## config.mk

```make
export PLATFORM = sky130hd
export DESIGN_NAME = rtcal_top
export DESIGN_NICKNAME = d
export VERILOG_FILES = /design/src/design/rtcal_pkg.sv /design/src/design/rtcal_regfile.sv /design/src/design/rtcal_top.sv
export SDC_FILE = /design/constraint.sdc
export NUM_CORES = 1
export LEC_CHECK = 0
export BUFFER_PORTS_ARGS = -buffer_cell sky130_fd_sc_hd__buf_2
export CAP_MARGIN = 40
export CELL_PAD_IN_SITES_DETAIL_PLACEMENT = 0
export CELL_PAD_IN_SITES_GLOBAL_PLACEMENT = 2
export CORE_MARGIN = 5
export CORE_UTILIZATION = 39
export DETAILED_ROUTE_END_ITERATION = 8
export GPL_TIMING_DRIVEN = 0
export PLACE_DENSITY = 0.87
export SKIP_CTS_REPAIR_TIMING = 1
export SLEW_MARGIN = 30
export SYNTH_ARGS = -nofsm -noshare
export SYNTH_HDL_FRONTEND = slang
export SYNTH_SLANG_ARGS = --single-unit
```

## constraint.sdc

```tcl
create_clock -name core_clk -period 3.3 [get_ports core_clk]
set_input_delay 0.495 -clock core_clk [delete_from_list [all_inputs] [get_ports core_clk]]
set_output_delay 0.495 -clock core_clk [all_outputs]
set_load 0.05 [all_outputs]
```

## src/design/rtcal_pkg.sv

```systemverilog
// Purpose: constants for the alarm and serial register block
// Assumes: 4-bit register addresses, 8-bit data, MSB-first serial link
// Notes:   control and flag bit positions follow the register map
package rtcal_pkg;
    localparam logic [3:0] ADDR_MIN       = 4'h1;
    localparam logic [3:0] ADDR_HOUR      = 4'h2;
    localparam logic [3:0] ADDR_WEEK      = 4'h3;
    localparam logic [3:0] ADDR_DAY       = 4'h4;
    localparam logic [3:0] ADDR_MIN_ALM   = 4'h8;
    localparam logic [3:0] ADDR_HOUR_ALM  = 4'h9;
    localparam logic [3:0] ADDR_WD_ALM    = 4'hA;
    localparam logic [3:0] ADDR_EXT       = 4'hD;
    localparam logic [3:0] ADDR_FLAG      = 4'hE;
    localparam logic [3:0] ADDR_CTRL      = 4'hF;
    localparam logic [3:0] MODE_READ      = 4'h9;
    localparam logic [3:0] MODE_WRITE     = 4'h1;
    localparam int         EXCL_BIT       = 7;
    localparam int         RAM_BIT        = 6;
    localparam int         DWSEL_BIT      = 6;
    localparam int         AFLAG_BIT      = 3;
    localparam int         AIRQ_BIT       = 3;
    localparam int         RESET_BIT      = 0;
    localparam logic [7:0] MIN_MASK       = 8'h7F;
    localparam logic [7:0] HOUR_MASK      = 8'h3F;
    localparam logic [7:0] WEEK_MASK      = 8'h7F;
    localparam logic [7:0] DAY_MASK       = 8'h3F;
    localparam logic [7:0] FLAG_MASK      = 8'h08;
    localparam logic [7:0] CTRL_MASK      = 8'h09;
    localparam logic [7:0] REG_RESET      = 8'h00;
    localparam logic [2:0] BIT_LAST       = 3'h7;
endpackage

```

## src/design/rtcal_regfile.sv

```systemverilog
// Purpose: sixteen-entry byte register store for the serial port
// Assumes: one write port, one read port, same clock
// Notes:   read data comes out of a register, one cycle after the address
`timescale 1ns/100ps
module rtcal_regfile (
    // clock and reset
    input  wire logic       core_clk,
    input  wire logic       srst,
    // write port
    input  wire logic       wr_en,
    input  wire logic [3:0] wr_addr,
    input  wire logic [7:0] wr_data,
    // read port
    input  wire logic [3:0] rd_addr,
    output logic      [7:0] rd_data
);
    typedef struct packed {
        logic [15:0][7:0] mem;
        logic [7:0]       rd;
    } rtcal_rf_t;

    rtcal_rf_t st;
    rtcal_rf_t next_st;

    always_comb begin
        next_st = st;
        if (wr_en) begin
            next_st.mem[wr_addr] = wr_data;
        end
        next_st.rd = st.mem[rd_addr];
    end

    always_ff @(posedge core_clk) begin
        if (srst) begin
            st <= '0;
        end else begin
            st <= next_st;
        end
    end

    assign rd_data = st.rd;
endmodule

```

## src/design/rtcal_top.sv

```systemverilog
// Purpose: alarm compare, alarm flag and interrupt, serial register port
// Assumes: time counters outside supply BCD minute, hour, date and a bit-per-day weekday
// Notes:   serial pins sampled through two flops; link clock is slow
`timescale 1ns/100ps

////////////////////////////////////////////////////////////////////////
// What this block does
// - alarm minute, hour, day registers at 8-A
// - register A is weekday mask or date
// - weekday mode: any set day bit matches
// - full match of enabled targets sets alarm flag
// - match with irq enable drives interrupt low
// - exclude bit removes register from comparison
// - all excluded: alarm fires every minute
// - hour and date bit 6 plain storage
// - alarm flag sticks until written zero
// - writing one to alarm flag does nothing
// - clearing alarm flag releases interrupt pin
// - clearing irq enable releases and blocks interrupt
// - interrupt low persists until flag or enable cleared
// - interrupt pin shared with other sources
// - chip select frames address then whole bytes
// - all serial bits most significant first
// - address increments per byte, F wraps to 0
// - incomplete write byte at deselect is dropped
// - mode 9 reads, mode 1 writes
// - other mode ignores data, output stays off
// - select 0 weekday, 1 date
// - reset bit set blocks alarm events
// - match only on counters advancing into target
module rtcal_top (
    // clock and reset
    input  wire logic       core_clk,
    input  wire logic       srst,
    // current time from the counters
    input  wire logic [6:0] cur_min,
    input  wire logic [5:0] cur_hour,
    input  wire logic [6:0] cur_weekday,
    input  wire logic [5:0] cur_date,
    // other interrupt sources sharing the pin
    input  wire logic       other_irq,
    // serial link pins
    input  wire logic       chip_select,
    input  wire logic       serial_clk,
    input  wire logic       serial_in,
    output logic            serial_out,
    output logic            serial_out_oe,
    // interrupt pin, open drain
    output logic            irq_out_n,
    output logic            irq_out_oe
);
    typedef enum logic [3:0] {
        RTCAL_IDLE  = 4'b0001,
        RTCAL_CMD   = 4'b0010,
        RTCAL_DATA  = 4'b0100,
        RTCAL_SKIP  = 4'b1000
    } rtcal_state_t;

    typedef struct packed {
        logic [1:0]   cs_sync;
        logic [1:0]   sck_sync;
        logic [1:0]   sdi_sync;
        logic         sck_prev;
        rtcal_state_t state;
        logic [2:0]   bit_cnt;
        logic [7:0]   shift;
        logic [3:0]   addr;
        logic         is_read;
        logic         load_pend;
        logic [7:0]   tx;
        logic [7:0]   alm_min;
        logic [7:0]   alm_hour;
        logic [7:0]   alm_wd;
        logic         day_week_select;
        logic         alarm_flag;
        logic         alarm_irq_enable;
        logic         rtc_reset;
        logic         match_prev;
        logic [6:0]   last_min;
        logic         sdo;
        logic         sdo_oe;
        logic         irq_oe;
    } rtcal_st_t;

    rtcal_st_t st;
    rtcal_st_t next_st;

    logic       rf_wr;
    logic [3:0] rf_waddr;
    logic [7:0] rf_wdata;
    logic [7:0] rf_rdata;
    logic       cs;
    logic       sck_rise;
    logic       sck_fall;
    logic       sdi;
    logic       day_ok;
    logic       match_now;
    logic       alarm_event;
    logic [7:0] rd_byte;
    logic       wr_done;
    logic [7:0] wr_byte;

    rtcal_regfile u_regfile (
        .core_clk (core_clk),
        .srst     (srst),
        .wr_en    (rf_wr),
        .wr_addr  (rf_waddr),
        .wr_data  (rf_wdata),
        .rd_addr  (next_st.addr),
        .rd_data  (rf_rdata)
    );

    ////////////////////////////////////////////////////////////////////
    // synchronised pins; only the second stage is read
    assign cs       = st.cs_sync[1];
    assign sdi      = st.sdi_sync[1];
    assign sck_rise = st.sck_sync[1] & ~st.sck_prev;
    assign sck_fall = ~st.sck_sync[1] & st.sck_prev;

    ////////////////////////////////////////////////////////////////////
    // alarm compare
    always_comb begin
        if (st.day_week_select) begin
            day_ok = (st.alm_wd & rtcal_pkg::DAY_MASK)
                     == {2'h0, cur_date};
        end else begin
            day_ok = |(st.alm_wd[6:0] & cur_weekday);
        end
        // bit 6 of hour and date is masked out of the compare
        match_now =
            (st.alm_min[rtcal_pkg::EXCL_BIT] ||
             (st.alm_min & rtcal_pkg::MIN_MASK) == {1'b0, cur_min}) &&
            (st.alm_hour[rtcal_pkg::EXCL_BIT] ||
             (st.alm_hour & rtcal_pkg::HOUR_MASK) == {2'h0, cur_hour}) &&
            (st.alm_wd[rtcal_pkg::EXCL_BIT] || day_ok);
    end

    // all excluded: match stays high, so pulse on each minute change
    logic min_tick;
    logic all_excl;
    assign all_excl = st.alm_min[rtcal_pkg::EXCL_BIT] &
                      st.alm_hour[rtcal_pkg::EXCL_BIT] &
                      st.alm_wd[rtcal_pkg::EXCL_BIT];

    ////////////////////////////////////////////////////////////////////
    // register image for reads; spare flag and control bits read zero, other spare bits read back the stored byte
    always_comb begin
        unique case (st.addr)
            rtcal_pkg::ADDR_MIN_ALM:  rd_byte = st.alm_min;
            rtcal_pkg::ADDR_HOUR_ALM: rd_byte = st.alm_hour;
            rtcal_pkg::ADDR_WD_ALM:   rd_byte = st.alm_wd;
            rtcal_pkg::ADDR_EXT:
                rd_byte = rf_rdata & ~(8'h01 << rtcal_pkg::DWSEL_BIT)
                          | ({7'h00, st.day_week_select}
                             << rtcal_pkg::DWSEL_BIT);
            rtcal_pkg::ADDR_FLAG:
                rd_byte = {7'h00, st.alarm_flag} << rtcal_pkg::AFLAG_BIT;
            rtcal_pkg::ADDR_CTRL:
                rd_byte = ({7'h00, st.alarm_irq_enable}
                           << rtcal_pkg::AIRQ_BIT) |
                          {7'h00, st.rtc_reset};
            default:                  rd_byte = rf_rdata;
        endcase
    end

    assign wr_byte = {st.shift[6:0], sdi};
    assign wr_done = st.state == RTCAL_DATA && !st.is_read && sck_rise &&
                     st.bit_cnt == rtcal_pkg::BIT_LAST && cs;
    assign rf_wr    = wr_done;
    assign rf_waddr = st.addr;
    assign rf_wdata = wr_byte;

    ////////////////////////////////////////////////////////////////////
    // next state
    always_comb begin
        next_st = st;
        next_st.cs_sync  = {st.cs_sync[0], chip_select};
        next_st.sck_sync = {st.sck_sync[0], serial_clk};
        next_st.sdi_sync = {st.sdi_sync[0], serial_in};
        next_st.sck_prev = st.sck_sync[1];

        // serial port
        if (!cs) begin
            next_st.state   = RTCAL_IDLE;
            next_st.sdo_oe  = 1'b0;
            next_st.bit_cnt = 3'h0;
        end else begin
            unique case (st.state)
                RTCAL_IDLE: begin
                    next_st.state   = RTCAL_CMD;
                    next_st.bit_cnt = 3'h0;
                end
                RTCAL_CMD: begin
                    if (sck_rise) begin
                        next_st.shift   = wr_byte;
                        next_st.bit_cnt = st.bit_cnt + 3'h1;
                        if (st.bit_cnt == rtcal_pkg::BIT_LAST) begin
                            next_st.addr = wr_byte[7:4];
                            if (wr_byte[3:0] == rtcal_pkg::MODE_READ) begin
                                next_st.state     = RTCAL_DATA;
                                next_st.is_read   = 1'b1;
                                next_st.load_pend = 1'b1;
                            end else if (wr_byte[3:0] ==
                                         rtcal_pkg::MODE_WRITE) begin
                                next_st.state   = RTCAL_DATA;
                                next_st.is_read = 1'b0;
                            end else begin
                                next_st.state = RTCAL_SKIP;
                            end
                        end
                    end
                end
                RTCAL_DATA: begin
                    if (st.is_read && st.load_pend) begin
                        // regfile read is one cycle late; wait a cycle
                        next_st.load_pend = 1'b0;
                        next_st.tx        = rd_byte;
                    end
                    if (st.is_read && sck_fall) begin
                        next_st.sdo_oe = 1'b1;
                        next_st.sdo    = next_st.tx[7];
                        next_st.tx     = {next_st.tx[6:0], 1'b0};
                    end
                    if (sck_rise) begin
                        next_st.shift   = wr_byte;
                        next_st.bit_cnt = st.bit_cnt + 3'h1;
                        if (st.bit_cnt == rtcal_pkg::BIT_LAST) begin
                            next_st.addr = st.addr + 4'h1;
                            next_st.load_pend = st.is_read;
                        end
                    end
                end
                RTCAL_SKIP: begin
                    next_st.sdo_oe = 1'b0;
                end
                default: next_st.state = RTCAL_IDLE;
            endcase
        end

        // register writes from the link
        if (wr_done) begin
            unique case (st.addr)
                rtcal_pkg::ADDR_MIN_ALM:  next_st.alm_min  = wr_byte;
                rtcal_pkg::ADDR_HOUR_ALM: next_st.alm_hour = wr_byte;
                rtcal_pkg::ADDR_WD_ALM:   next_st.alm_wd   = wr_byte;
                rtcal_pkg::ADDR_EXT:
                    next_st.day_week_select = wr_byte[rtcal_pkg::DWSEL_BIT];
                rtcal_pkg::ADDR_FLAG:
                    if (!wr_byte[rtcal_pkg::AFLAG_BIT]) begin
                        next_st.alarm_flag = 1'b0;
                    end
                rtcal_pkg::ADDR_CTRL: begin
                    next_st.alarm_irq_enable =
                        wr_byte[rtcal_pkg::AIRQ_BIT];
                    next_st.rtc_reset = wr_byte[rtcal_pkg::RESET_BIT];
                end
                default: ;
            endcase
        end

        // alarm event: rising match, or each minute when all excluded
        next_st.match_prev = match_now;
        next_st.last_min   = cur_min;
        if (alarm_event) begin
            next_st.alarm_flag = 1'b1;
        end
        // pin low while flag and enable both set; no self clear
        next_st.irq_oe = (next_st.alarm_flag && next_st.alarm_irq_enable)
                         || other_irq;
    end

    // event: match rising on a minute step, or any step when all excluded
    assign min_tick = st.last_min != cur_min;
    always_comb begin
        if (st.rtc_reset) begin
            alarm_event = 1'b0;
        end else if (all_excl) begin
            alarm_event = min_tick;
        end else begin
            // a target already met when written fires only once the counters step away and back into it
            alarm_event = match_now && !st.match_prev && min_tick;
        end
    end

    always_ff @(posedge core_clk) begin
        if (srst) begin
            st                  <= '0;
            st.state            <= RTCAL_IDLE;
            st.alm_min          <= rtcal_pkg::REG_RESET;
            st.alm_hour         <= rtcal_pkg::REG_RESET;
            st.alm_wd           <= rtcal_pkg::REG_RESET;
            st.match_prev       <= 1'b1;
            st.last_min         <= cur_min;
        end else begin
            st <= next_st;
        end
    end

    assign serial_out    = st.sdo;
    assign serial_out_oe = st.sdo_oe;
    assign irq_out_n     = 1'b0;
    assign irq_out_oe    = st.irq_oe;
endmodule

```

==> Word level (Yosys, flattened, before mapping) <==
Cells that the tools add are included.
Widths: inputs -> output; s select.
{ "word_totals": {"reg_bits": 210, "word_cells": 153, "in_bits": 32} }
{ "op_classes": {"n_eq_ne": 22, "addsub": 2, "reduce_logical": 38, "n_bitwise": 11, "magnitude_cmp": 3, "muxes": 37} }
{ "op_table": {"columns": ["operator", "count"], "rows": [
  ["$bwmux 128", 1],
  ["$pmux 8 s6", 1],
  ["$bmux 8 s4", 1],
  ["$demux 8 s4", 1],
  ["$eq 4x4->1 const B", 8],
  ["$mux 8", 4],
  ["$pmux 11 s2", 1],
  ["$mux 21", 1],
  ["$mux 4", 4],
  ["$mux 15", 1],
  ["$mux 14", 1],
  ["$reduce_and 2->1", 7],
  ["$eq 6x6->1", 2],
  ["$logic_and 1x1->1", 12],
  ["$mux 1", 12],
  ["$pmux 4 s3", 1],
  ["$lt 4x5->1 const B", 2],
  ["$reduce_and 5->1", 2],
  ["$mux 9", 1],
  ["$pmux 3 s3", 1],
  ["$reduce_and 3->1", 3],
  ["$eq 4x1->1 const B", 2],
  ["$ne 2x2->1 const B", 4],
  ["$or 8x7->8", 1],
  ["24 further kinds", 39]
]} }

==> Logic depth before layout (Yosys ltp) <==
Gate-level depths: netlist (run 1).
{ "logic_depth": {"word_depth": 12, "mapped_depth": 12} }

==> Cells and area by module <==
A second synthesis (run 1) with hierarchy kept.
{ "unflattened": {"hier_cells": 1021, "hier_area_um2": 9621.7} }
{ "by_module_without_submodules": {"columns": ["module", "cells_each", "instances", "area_per_inst_um2", "seq_area_each_um2"], "rows": [
  ["rtcal_regfile", 615, 1, 5983.2, 2722.6],
  ["rtcal_top", 406, 1, 3638.5, 1481.4]
]} }

==> Worst setup path before layout (run 1) <==
No wires, ideal clock.
{ "synth_timing": {"path_kind": "register to register", "from": "register st[61] in the netlist's numbering", "to": "register u_regfile.st, in the netlist u_regfile.rd_data[5]", "required_ps": 3173, "setup_slack_ps": 709, "setup_ps": 127, "path_stages_with_launch": 12, "t_arrival_ps": 2464, "cell_sequence": "dfxtp_1 -> ha_1 -> ha_1 -> and4b_1 -> buf_4 -> o211ai_2 -> nand2_4 -> buf_4 -> mux2_2 -> o2111ai_1 -> a21oi_1 -> or3_1"} }
{ "synth_via": {"elab_chain_cells": 7, "word_cells_on_any_way": 9} }
{ "synth_rtl": {"columns": ["element", "line", "text"], "rows": [
  ["start, declared", "rtcal_top.sv:85", "rtcal_st_t st;"],
  ["start signal, assigned", "rtcal_top.sv:295", "st <= next_st;"],
  ["$eq 3x3->1 (*)", "rtcal_top.sv:197, rtcal_top.sv:227", null],
  ["$mux 4 / $mux 6 (equally long branches)", "rtcal_top.sv:227, rtcal_top.sv:197", null],
  ["$mux 15 / $mux 21 (equally long branches)", "rtcal_top.sv:224, rtcal_top.sv:194", null],
  ["$pmux 11 s2 (*)", "rtcal_top.sv:188", "unique case (st.state)"],
  ["$mux 14 (*)", "rtcal_top.sv:183", "if (!cs) begin"],
  ["$bmux 8 s4 (*)", "rtcal_regfile.sv:30", "next_st.rd = st.mem[rd_addr];"],
  ["$mux 8 (not written as such) (*)", "rtcal_regfile.sv:30", null],
  ["end signal, assigned", "rtcal_regfile.sv:37", "st <= next_st;"],
  ["end, declared", "rtcal_regfile.sv:22", "rtcal_rf_t st;"]
]} }
Mark *: on every way between the ends. The rest lies on a longest branch, timed or not. The select of a mux whose other input is x is not followed.
A chain may end at the register's enable or synchronous reset.

==> Final worst setup path (run 1) <==
Same ends and word-level chain as after synthesis.

==> run summary, run 1 <==
per-cell routed wire length = 22.1 um
Synth warnings = 0
GR Overflow Total = 0
critical path depth = 11
RR Endpoint = u_regfile.rd_data[5]$_SDFF_PP0_
status = finished clean
Nets = 1102
crit path capture type = flip-flop
register bit count reported by yosys = 184
post-route cell area = 10100 um^2
RD Place Congestion = 0.905
family with the most delay on the worst path = simple AND/OR/NAND/NOR gates
Slew headroom = 42.2%
internal power = 0.00357 W
H-tree depth = 4
Synth Instances = 1002
first-pass GRT wire length = 45900 um
share of total power in the clock network = 48.8%
ys flop type = dfxtp_1
combinational share of power = 2.8%
kind of critical path = flip-flop to flip-flop
overall routing resource usage = 23.3%
TritonCTS clock tree = built
largest net degree at the start of global routing = 17
DRT Wirelength = 29900 um
final setup fails = 0
most common cell after layout, fill and taps aside = dfxtp_1
number of global-route vias before repair = 7472
PwrDens = 456 nW/um^2
Sink Count = 184
DR iter-0 viols = 715
Fin. Hold Viols = 0
R2R Setup Slk = 0.04 ns
most frequent cells in the layout = dfxtp_1 (184), nor2_1 (147), mux2i_1 (121)
Crit Path Max Fanout = 10
register share of total power = 48.4%
proportion of netlist area held by the largest area contributor = 42.0%
largest cells by area after synthesis = dfxtp_1 (42%), mux2i_1 (14%), nor2_1 (6.3%)
CP required = 3.60 ns
DR pass1 iterations = 5
CP startpoint = st[61]$_SDFFE_PP0P_
Antenna Nets Post-Route = 0
R2R cell count = 11
area leader, netlist = dfxtp_1
clock transition at the registers of the reported paths = 0.08 ns
Avg Cell Area, Syn = 8.75 um^2
vias per inst = 5.70
io pins = 36
Crit path buffers/inverters = 2
Tmin final = 3.26 ns
worst slew pin tran = 0.867 ns
Static Leak = 4.16 nW
fin. max-slew vios = 0
Die H = 160 um
cell with the largest stage delay on the worst path = or3_1
Post-Layout Cell Count = 1355
final period utilization = 98.7%
Remaining DRCs = 0
Antenna diodes = 0
Seq/Total Area, Yosys = 42.0%
Placement Cell Area = 9300 um^2
Net Sw Frac = 22.7%
Hold WC Path Type = input pin to flip-flop
share of cells above drive strength 1 = 12.7%
CP max stage delay = 0.44 ns
clock skew = 0.0125 ns
starting density of the core = 39.9%
IO buf count = 33
P_sw = 0.00104 W
mapped cell area = 8760 um^2
initial antenna violation count = 0
CP Data Arrival Time = 3.55 ns
total power = 0.00461 W
Post-Syn Nets = 1040
Peak VDD IR = 0.326 mV
DP Cell Count = 1315
R2R Path Start = st[61]$_SDFFE_PP0P_
fraction of registers with async set/reset = 0%
die area = 25600 um^2
Yosys cell types = 65
core area = 22000 um^2
MaxCap Viol Count = 0
Startpoint Class = flip-flop
total CTS buffers = 17
Post-synth EDFFs = 0
CP cell instances = ha_1 > ha_1 > and4b_1 > buf_4 > o211ai_4 > nand2_4 > buf_4 > mux2_2 > o2111ai_2 > a21oi_1 > or3_1
root buf cell = clkbuf_16
RSZ-0062 raised after global routing = no
fmax = 307 MHz
Rows = 54
Area Overhead vs Synth = 15.4%
crit path capture = u_regfile.rd_data[5]$_SDFF_PP0_
vias = 7719
clk_lat worst skew = 0.44 ns
clock buffer depth = 2
HPWL Detailed = 21600 um
die width = 160 um
[kinds of logic after synthesis]
logic type / count (synthesis) / share of synthesized area, %
XOR/XNOR: 27 / 2.78
AND/OR/NAND/NOR: 374 / 20.2
adder cells (fa/ha/maj): 6 / 0.857
buffers and inverters: 90 / 4.47
AO/OA/AOI/OAI: 180 / 13.4
other: 1 / 0.0428
flip-flops: 184 / 42.0
multiplexers: 140 / 16.3
[worst min-delay path by stage]
| stage | cells past startpoint | slack [ns] | endpoint | from |
|---|---|---|---|---|
| after floorplan | 1 | 0.41 | cs$_SDFF_PP0_ | next_st[74]$_SDFF_PP0_ |
| after global placement | 1 | 0.43 | next_st[68]$_SDFF_PP0_ | next_st[72]$_SDFF_PP0_ |
| after detailed placement | 1 | 0.43 | next_st[68]$_SDFF_PP0_ | next_st[72]$_SDFF_PP0_ |
| after CTS | 1 | 0.21 | st[8]$_DFF_P_ | cur_min[5] |
| after global routing | 1 | 0.20 | st[8]$_DFF_P_ | cur_min[5] |
| final | 1 | 0.22 | st[4]$_DFF_P_ | cur_min[1] |
[metal layers]
metal	vias to the layer above	global-route usage (%)	share of wire [%]
li1	3682	-	-
met1	3749	32.3	46
met2	248	36.3	45
met3	40	4.74	6.3
met4	0	7.63	2.7
met5	-	0	0
[Yosys cell counts (3+ instances only)]
master,instances
nand2b_1,3
dfxtp_1,184
buf_6,3
ha_1,6
nor4_1,6
a21oi_1,55
o211ai_1,3
o221ai_1,3
a211oi_1,8
mux2_2,19
clkbuf_1,61
nand3b_1,3
o21ai_0,47
or3_1,6
xor2_1,17
nand4_1,29
o2111ai_1,13
a31oi_1,5
a22o_1,7
mux2i_1,121
inv_1,9
nor4b_1,3
buf_4,5
and3b_1,5
nor2b_1,12
nor3_2,3
nand2_1,87
nor3_1,3
buf_2,9
a41oi_1,3
nand3_1,52
o31ai_1,3
a221oi_1,6
nor2_1,148
a22oi_1,8
xnor2_1,9
[registers in the layout (all words and copies together), names as in the netlist]
name / count
u_regfile.rd_data: 8
rf_wdata: 8
next_st: 4
st: 34
serial_out_oe: 1
irq_out_oe: 1
cs: 1
rf_waddr: 4
u_regfile.st: 122
serial_out: 1
[per-stage QoR]
| stage | worst slack (ns) | hold WS, ns | TNS [ns] | util [%] |
|---|---|---|---|---|
| after global placement | -0.319 | 0.430 | -2.08 | 42.3 |
| after detailed placement | -0.179 | 0.432 | -0.591 | 42.4 |
| after floorplan | 0.709 | 0.414 | 0 | - |
| final | 0.0445 | 0.218 | 0 | 46.1 |
| after global routing | 0.0151 | 0.201 | 0 | 46.1 |
| after CTS | -0.224 | 0.210 | -0.933 | 45.2 |
[layout make-up]
type	instances	area, um^2
Fill cell	2216	11800
Buffer	80	359
Sequential cell	184	3680
Multi-Input combinational cell	728	4800
Clock buffer	18	439
Timing Repair Buffer	44	264
Clock inverter	12	188
Inverter	9	33.8
Tap cell	280	350
[worst register-to-register path, delay by kind of cell, from the launching register on]
kind	cells	cell delay (ns)
AOI/OAI and AO/OA	3	0.59
adders and majority gates	2	0.35
muxes	1	0.37
and+or+nand+nor	3	0.95
DFF	1	0.36
buffers and inverters	2	0.51
[power by group through the flow]
stage,sequential [W],combinational [W],clock [W]
floorplan,0.00229,0.0000631,0
global placement,0.00228,0.000123,0
detailed placement,0.00228,0.000124,0
CTS,0.00223,0.000125,0.00228
global route,0.00223,0.000138,0.00236
finish,0.00223,0.000127,0.00225
Power figures use the tool's default switching activity.
==> inputs of run 2 (changes only) <==
GPL_TIMING_DRIVEN = not set   (was 0)
==> run 2 against run 1 <==
Clock skew is 0.0035 ns lower. Critical path depth is 2 lower. First-iteration DRC count is 2.5% lower. Critical path type unchanged. Via count is 4.4% lower. Utilization is 1.4 points lower. Count of clock-buffer cells in the layout is 2 higher. Sequential cell count stayed put. Clock power is 9.8% lower. Maximum frequency is 10% higher.
==> run summary, run 2 (synthesis gave the netlist of run 1 again) <==
Fin. Hold Viols = 0 (unchanged)
DR iter-0 viols = 697 (-2.5%)
Peak VDD IR = 0.251 mV (-23%)
per-cell routed wire length = 21.0 um (-4.9%)
Hold WC Path Type = input pin to flip-flop
die area = 25600 um^2 (unchanged)
Rows = 54 (unchanged)
DRT Wirelength = 27400 um (-8.4%)
TritonCTS clock tree = built
fin. max-slew vios = 0 (unchanged)
starting density of the core = 39.9% (unchanged)
Largest register FFs = 122 (unchanged)
Sink Count = 184 (unchanged)
DR pass1 iterations = 5 (unchanged)
overall routing resource usage = 21.1% (-2.1 points)
total CTS buffers = 17 (unchanged)
WHS = 0.218 ns (+0.000720 ns)
die width = 160 um (unchanged)
number of global-route vias before repair = 7088 (-5.1%)
status = finished clean
Fin Setup TNS = 0 ns (unchanged)
P_sw = 0.00101 W (-3.4%)
Area Overhead vs Synth = 12.0%
share of cells above drive strength 1 = 13.5% (+0.72 points)
vias = 7380 (-4.4%)
Tmin final = 2.95 ns (-0.306 ns)
R2R Setup Slk = 0.35 ns (+0.31 ns)
first-pass GRT wire length = 42400 um (-7.7%)
Antenna Nets Post-Route = 0 (unchanged)
IO buf count = 34 (+3.0%)
most common cell after layout, fill and taps aside = dfxtp_1
initial antenna violation count = 0 (unchanged)
Startpoint Class = flip-flop
combinational share of power = 2.5% (-0.3 points)
MaxCap Viol Count = 0 (unchanged)
Net Sw Frac = 23.1% (+0.44 points)
Nets = 1050 (-4.7%)
clock transition at the registers of the reported paths = 0.07 ns (about the same)
M1 WL = 12800 um (-7.5%)
Slew headroom = 47.0% (+4.8 points)
DP Cell Count = 1273 (-3.2%)
Regs by FF count = u_regfile.st: 122 flops, st: 34 flops
PwrDens = 445 nW/um^2 (-2.3%)
vias per inst = 5.66 (-0.73%)
share of total power in the clock network = 46.3% (-2.5 points)
largest net degree at the start of global routing = 78 (+61)
CP required = 3.62 ns (+0.02 ns)
clock buffer depth = 2 (unchanged)
internal power = 0.00336 W (-5.8%)
root buf cell = clkbuf_16
final period utilization = 89.4% (-9.3 points)
CP Data Arrival Time = 3.27 ns (-0.28 ns)
clock skew = 0.00898 ns (-0.00349 ns)
fmax = 339 MHz (+10%)
Static Leak = 4.13 nW (-0.81%)
worst slew pin tran = 0.795 ns (-0.0720 ns)
clk_lat worst skew = 0.43 ns (about the same)
Die H = 160 um (unchanged)
register with the most flip-flops = u_regfile.st
HPWL Detailed = 18400 um (-15%)
Post-Layout Cell Count = 1305 (-3.7%)
Remaining DRCs = 0 (unchanged)
RD Place Congestion = 0.895 (-1.1%)
H-tree depth = 4 (unchanged)
kind of critical path = flip-flop to flip-flop
met3 wire length = 1510 um (-20%)
crit path capture type = flip-flop
core area = 22000 um^2 (unchanged)
Crit Path Max Fanout = 34 (+24)
most frequent cells in the layout = dfxtp_1 (184), nor2_1 (148), mux2i_1 (121)
Top Metal Used = met4
final setup fails = 0 (unchanged)
GR Overflow Total = 0 (unchanged)
register share of total power = 51.1% (+2.7 points)
met2 wire length = 12500 um (-6.4%)
Antenna diodes = 0 (unchanged)
io pins = 36 (unchanged)
RSZ-0062 raised after global routing = no
==> run 2: worst paths after layout <==
kind,depth (start not counted),from,end
setup / recovery,9,st[61]$_SDFFE_PP0P_,u_regfile.rd_data[5]$_SDFF_PP0_
hold / removal,1,cur_min[4],st[7]$_DFF_P_
setup reg to reg,9,st[61]$_SDFFE_PP0P_,u_regfile.rd_data[5]$_SDFF_PP0_
hold reg to reg,1,next_st[70]$_SDFF_PP0_,rf_wdata[0]$_SDFF_PP0_
==> run 2: per-layer routing <==
metal | up-vias | global-route usage, %
met3 | 42 | 4.12
met5 | - | 0
met1 | 3531 | 29.5
met2 | 230 | 33.6
met4 | 0 | 5.44
li1 | 3577 | -
==> run 2: area by class of cell <==
cell class | instances | area [um^2]
Timing Repair Buffer | 72 | 478
Clock inverter | 12 | 118
Fill cell | 2199 | 12100
Clock buffer | 20 | 457
Multi-Input combinational cell | 728 | 4700
Inverter | 9 | 33.8
Tap cell | 280 | 350
Sequential cell | 184 | 3680
==> run 2: stage by stage <==
| stage | setup WS [ns] | power (W) | util (%) | area (um^2) |
|---|---|---|---|---|
| floorplan | 0.709 | 0.00235 | - | 8760 |
| global placement | 0.456 | 0.00239 | 42.0 | 9210 |
| detailed placement | 0.356 | 0.00240 | 42.1 | 9240 |
| CTS | 0.336 | 0.00441 | 44.7 | 9820 |
| global route | 0.155 | 0.00450 | 44.7 | 9820 |
| finish | 0.350 | 0.00437 | 44.7 | 9820 |
==> run 2: critical path, stage by stage, from the launching register on <==
cell,delay (ns)
dfxtp_1,0.35
ha_1,0.15
ha_1,0.18
and4b_1,0.44
o211ai_2,0.19
nand2_4,0.37
mux2_2,0.39
o2111ai_1,0.30
a21oi_1,0.09
or3_1,0.37
==> run 2: power by group through the flow <==
| stage | Combinational [W] | Sequential [W] | Clock (W) |
|---|---|---|---|
| 3_5_place_dp | 0.000111 | 0.00229 | 0 |
| 3_3_place_gp | 0.000107 | 0.00229 | 0 |
| 4_1_cts | 0.000111 | 0.00224 | 0.00206 |
| 2_1_floorplan | 0.0000631 | 0.00229 | 0 |
| 6_report | 0.000111 | 0.00224 | 0.00203 |
| 5_1_grt | 0.000121 | 0.00224 | 0.00215 |
==> inputs of run 3 (changes only) <==
--- a/config.mk
+++ b/config.mk
@@ -15,4 +15,5 @@
 export PLACE_DENSITY = 0.87
 export SKIP_CTS_REPAIR_TIMING = 1
+export SKIP_LAST_GASP = 1
 export SLEW_MARGIN = 30
 export SYNTH_ARGS = -nofsm -noshare
==> constraint.sdc (replaced) <==
create_clock -name core_clk -period 3.3 [get_ports core_clk]
set_input_delay 0.66 -clock core_clk [delete_from_list [all_inputs] [get_ports core_clk]]
set_output_delay 0.66 -clock core_clk [all_outputs]
set_load 0.05 [all_outputs]
==> run 3 against run 2 <==
Combinational power is 5% lower. Global-route usage is 0.099 points higher. Total power is 2.1% higher. Critical path type unchanged. Non-clock buffer count stayed put. Via count is 0.87% higher. Largest power group unchanged. Count of clock-buffer cells in the layout is 2 lower. Worst hold slack better by 0.16 ns. Sequential cell count stayed put.
==> run summary, run 3 (synthesis gave the netlist of run 1 again) <==
combinational share of power = 2.4% (about the same)
clock skew = 0.0122 ns (+0.00323 ns)
Area Overhead vs Synth = 12.1%
Net Sw Frac = 23.3% (+0.20 points)
total CTS buffers = 17 (unchanged)
Crit Path Max Fanout = 34 (unchanged)
WHS = 0.376 ns (+0.157 ns)
register share of total power = 50.1% (-1.0 points)
Nets = 1050 (unchanged)
die width = 160 um (unchanged)
worst slew pin tran = 0.783 ns (-0.0121 ns)
root buf cell = clkbuf_16
Fin Setup TNS = 0 ns (unchanged)
initial antenna violation count = 0 (unchanged)
HPWL Detailed = 18500 um (+0.70%)
clock buffer depth = 2 (unchanged)
core area = 22000 um^2 (unchanged)
Peak VDD IR = 0.258 mV (+2.6%)
PwrDens = 454 nW/um^2 (+2.0%)
MaxCap Viol Count = 0 (unchanged)
Antenna diodes = 0 (unchanged)
first-pass GRT wire length = 42700 um (+0.73%)
most common cell after layout, fill and taps aside = dfxtp_1
GR Overflow Total = 0 (unchanged)
DRT Wirelength = 27200 um (-0.69%)
overall routing resource usage = 21.2% (+0.099 points)
Antenna Nets Post-Route = 0 (unchanged)
Fillers = 2227 (+1.3%)
vias = 7444 (+0.87%)
final period utilization = 87.6% (-1.8 points)
fin. max-slew vios = 0 (unchanged)
clk_lat worst skew = 0.44 ns (about the same)
Rows = 54 (unchanged)
Slew headroom = 47.8% (+0.81 points)
fmax = 346 MHz (+2.1%)
area of the multi-input gates = 4700 um^2 (unchanged)
P_sw = 0.00104 W (+3.0%)
Sink Count = 184 (unchanged)
IO buf count = 34 (unchanged)
most frequent cells in the layout = dfxtp_1 (184), nor2_1 (148), mux2i_1 (121)
clock transition at the registers of the reported paths = 0.07 ns (about the same)
final setup fails = 0 (unchanged)
kind of critical path = flip-flop to flip-flop
share of total power in the clock network = 47.6% (+1.3 points)
CP Data Arrival Time = 3.21 ns (-0.06 ns)
largest net degree at the start of global routing = 101 (+29%)
Hold WC Path Type = input pin to flip-flop
die area = 25600 um^2 (unchanged)
Die H = 160 um (unchanged)
DR iter-0 viols = 654 (-6.2%)
number of global-route vias before repair = 7183 (+1.3%)
DR pass1 iterations = 6 (+1)
Static Leak = 4.13 nW (about the same)
Placement Cell Area = 9230 um^2 (-0.18%)
status = finished clean
H-tree depth = 4 (unchanged)
RSZ-0062 raised after global routing = no
R2R cell count = 9 (unchanged)
Regs by FF count = u_regfile.st: 122 flops, st: 34 flops
per-cell routed wire length = 20.9 um (-0.69%)
CP required = 3.62 ns (about the same)
Fin. Hold Viols = 0 (unchanged)
Remaining DRCs = 0 (unchanged)
Largest register FFs = 122 (unchanged)
Tmin final = 2.89 ns (-0.0595 ns)
starting density of the core = 39.9% (unchanged)
TritonCTS clock tree = built
vias per inst = 5.70 (+0.87%)
register with the most flip-flops = u_regfile.st
Startpoint Class = flip-flop
WHS Path Cells = 1 (unchanged)
share of cells above drive strength 1 = 13.6% (+0.098 points)
crit path capture type = flip-flop
post-route cell area = 9830 um^2 (+0.10%)
RD Place Congestion = 0.895 (unchanged)
internal power = 0.00342 W (+1.8%)
io pins = 36 (unchanged)
storage element area = 3680 um^2 (unchanged)
[run 3: cell count changes in the layout (fill, tap and decap cells not counted)]
| cell | previous run | this run |
|---|---|---|
| clkinv_4 | 5 | 2 |
| inv_6 | 2 | 5 |
| buf_16 | 1 | 0 |
| inv_8 | 1 | 2 |
| clkbuf_8 | 2 | 1 |
| clkinv_2 | 3 | 2 |
| clkinvlp_4 | 0 | 1 |
| buf_6 | 0 | 1 |
| clkbuf_1 | 1 | 0 |
| bufinv_16 | 1 | 2 |
[run 3: critical path: stages (launching register included)]
cell and delay [ns]:
dfxtp_1 0.36, ha_1 0.15, ha_1 0.18, and4b_1 0.39
o211ai_2 0.18, nand2_4 0.38, mux2_2 0.38, o2111ai_1 0.29
a21oi_1 0.08, or3_1 0.37
[run 3: per-stage QoR]
step                      setup WS, ns  std cells  power [W]  util [%]
after floorplan                  0.709       1002    0.00235         -
after global placement           0.468       1273    0.00239      42.0
after detailed placement         0.426       1273    0.00239      42.0
after CTS                        0.405       1305    0.00450      44.7
after global routing             0.174       1305    0.00459      44.7
final                            0.410       1305    0.00446      44.7
[run 3: path summary, 6_finish.rpt]
path	from	to	slack (ns)
setup / recovery	st[61]$_SDFFE_PP0P_	u_regfile.rd_data[5]$_SDFF_PP0_	0.41
setup reg to reg	st[61]$_SDFFE_PP0P_	u_regfile.rd_data[5]$_SDFF_PP0_	0.41
hold / removal	cur_min[1]	st[4]$_DFF_P_	0.38
hold reg to reg	next_st[72]$_SDFF_PP0_	next_st[68]$_SDFF_PP0_	0.44
[run 3: layout make-up]
type	instances	area share, %
multi-input cells	728	47.8
flip-flops and latches	184	37.5
repair buffers	72	4.70
clock buffers	18	4.47
well taps	280	3.57
clock inverters	14	1.64
inverters	9	0.344
[run 3: power groups by stage]
stage          clock [W]  sequential [W]  combinational, W
6_report         0.00212         0.00223          0.000106
5_1_grt          0.00224         0.00224          0.000117
4_1_cts          0.00215         0.00223          0.000107
3_5_place_dp           0         0.00229          0.000107
3_3_place_gp           0         0.00229          0.000105
2_1_floorplan          0         0.00229         0.0000631
[run 3: per-layer routing]
| layer | routed length [um] | GRT usage [%] | share of wire (%) | vias to the layer above |
|---|---|---|---|---|
| met4 | 432 | 5.98 | 1.6 | 0 |
| met2 | 12600 | 34.1 | 46 | 210 |
| met3 | 1540 | 4.02 | 5.6 | 38 |
| li1 | - | - | - | 3582 |
| met5 | 0 | 0 | 0 | - |
| met1 | 12600 | 29.2 | 46 | 3614 |
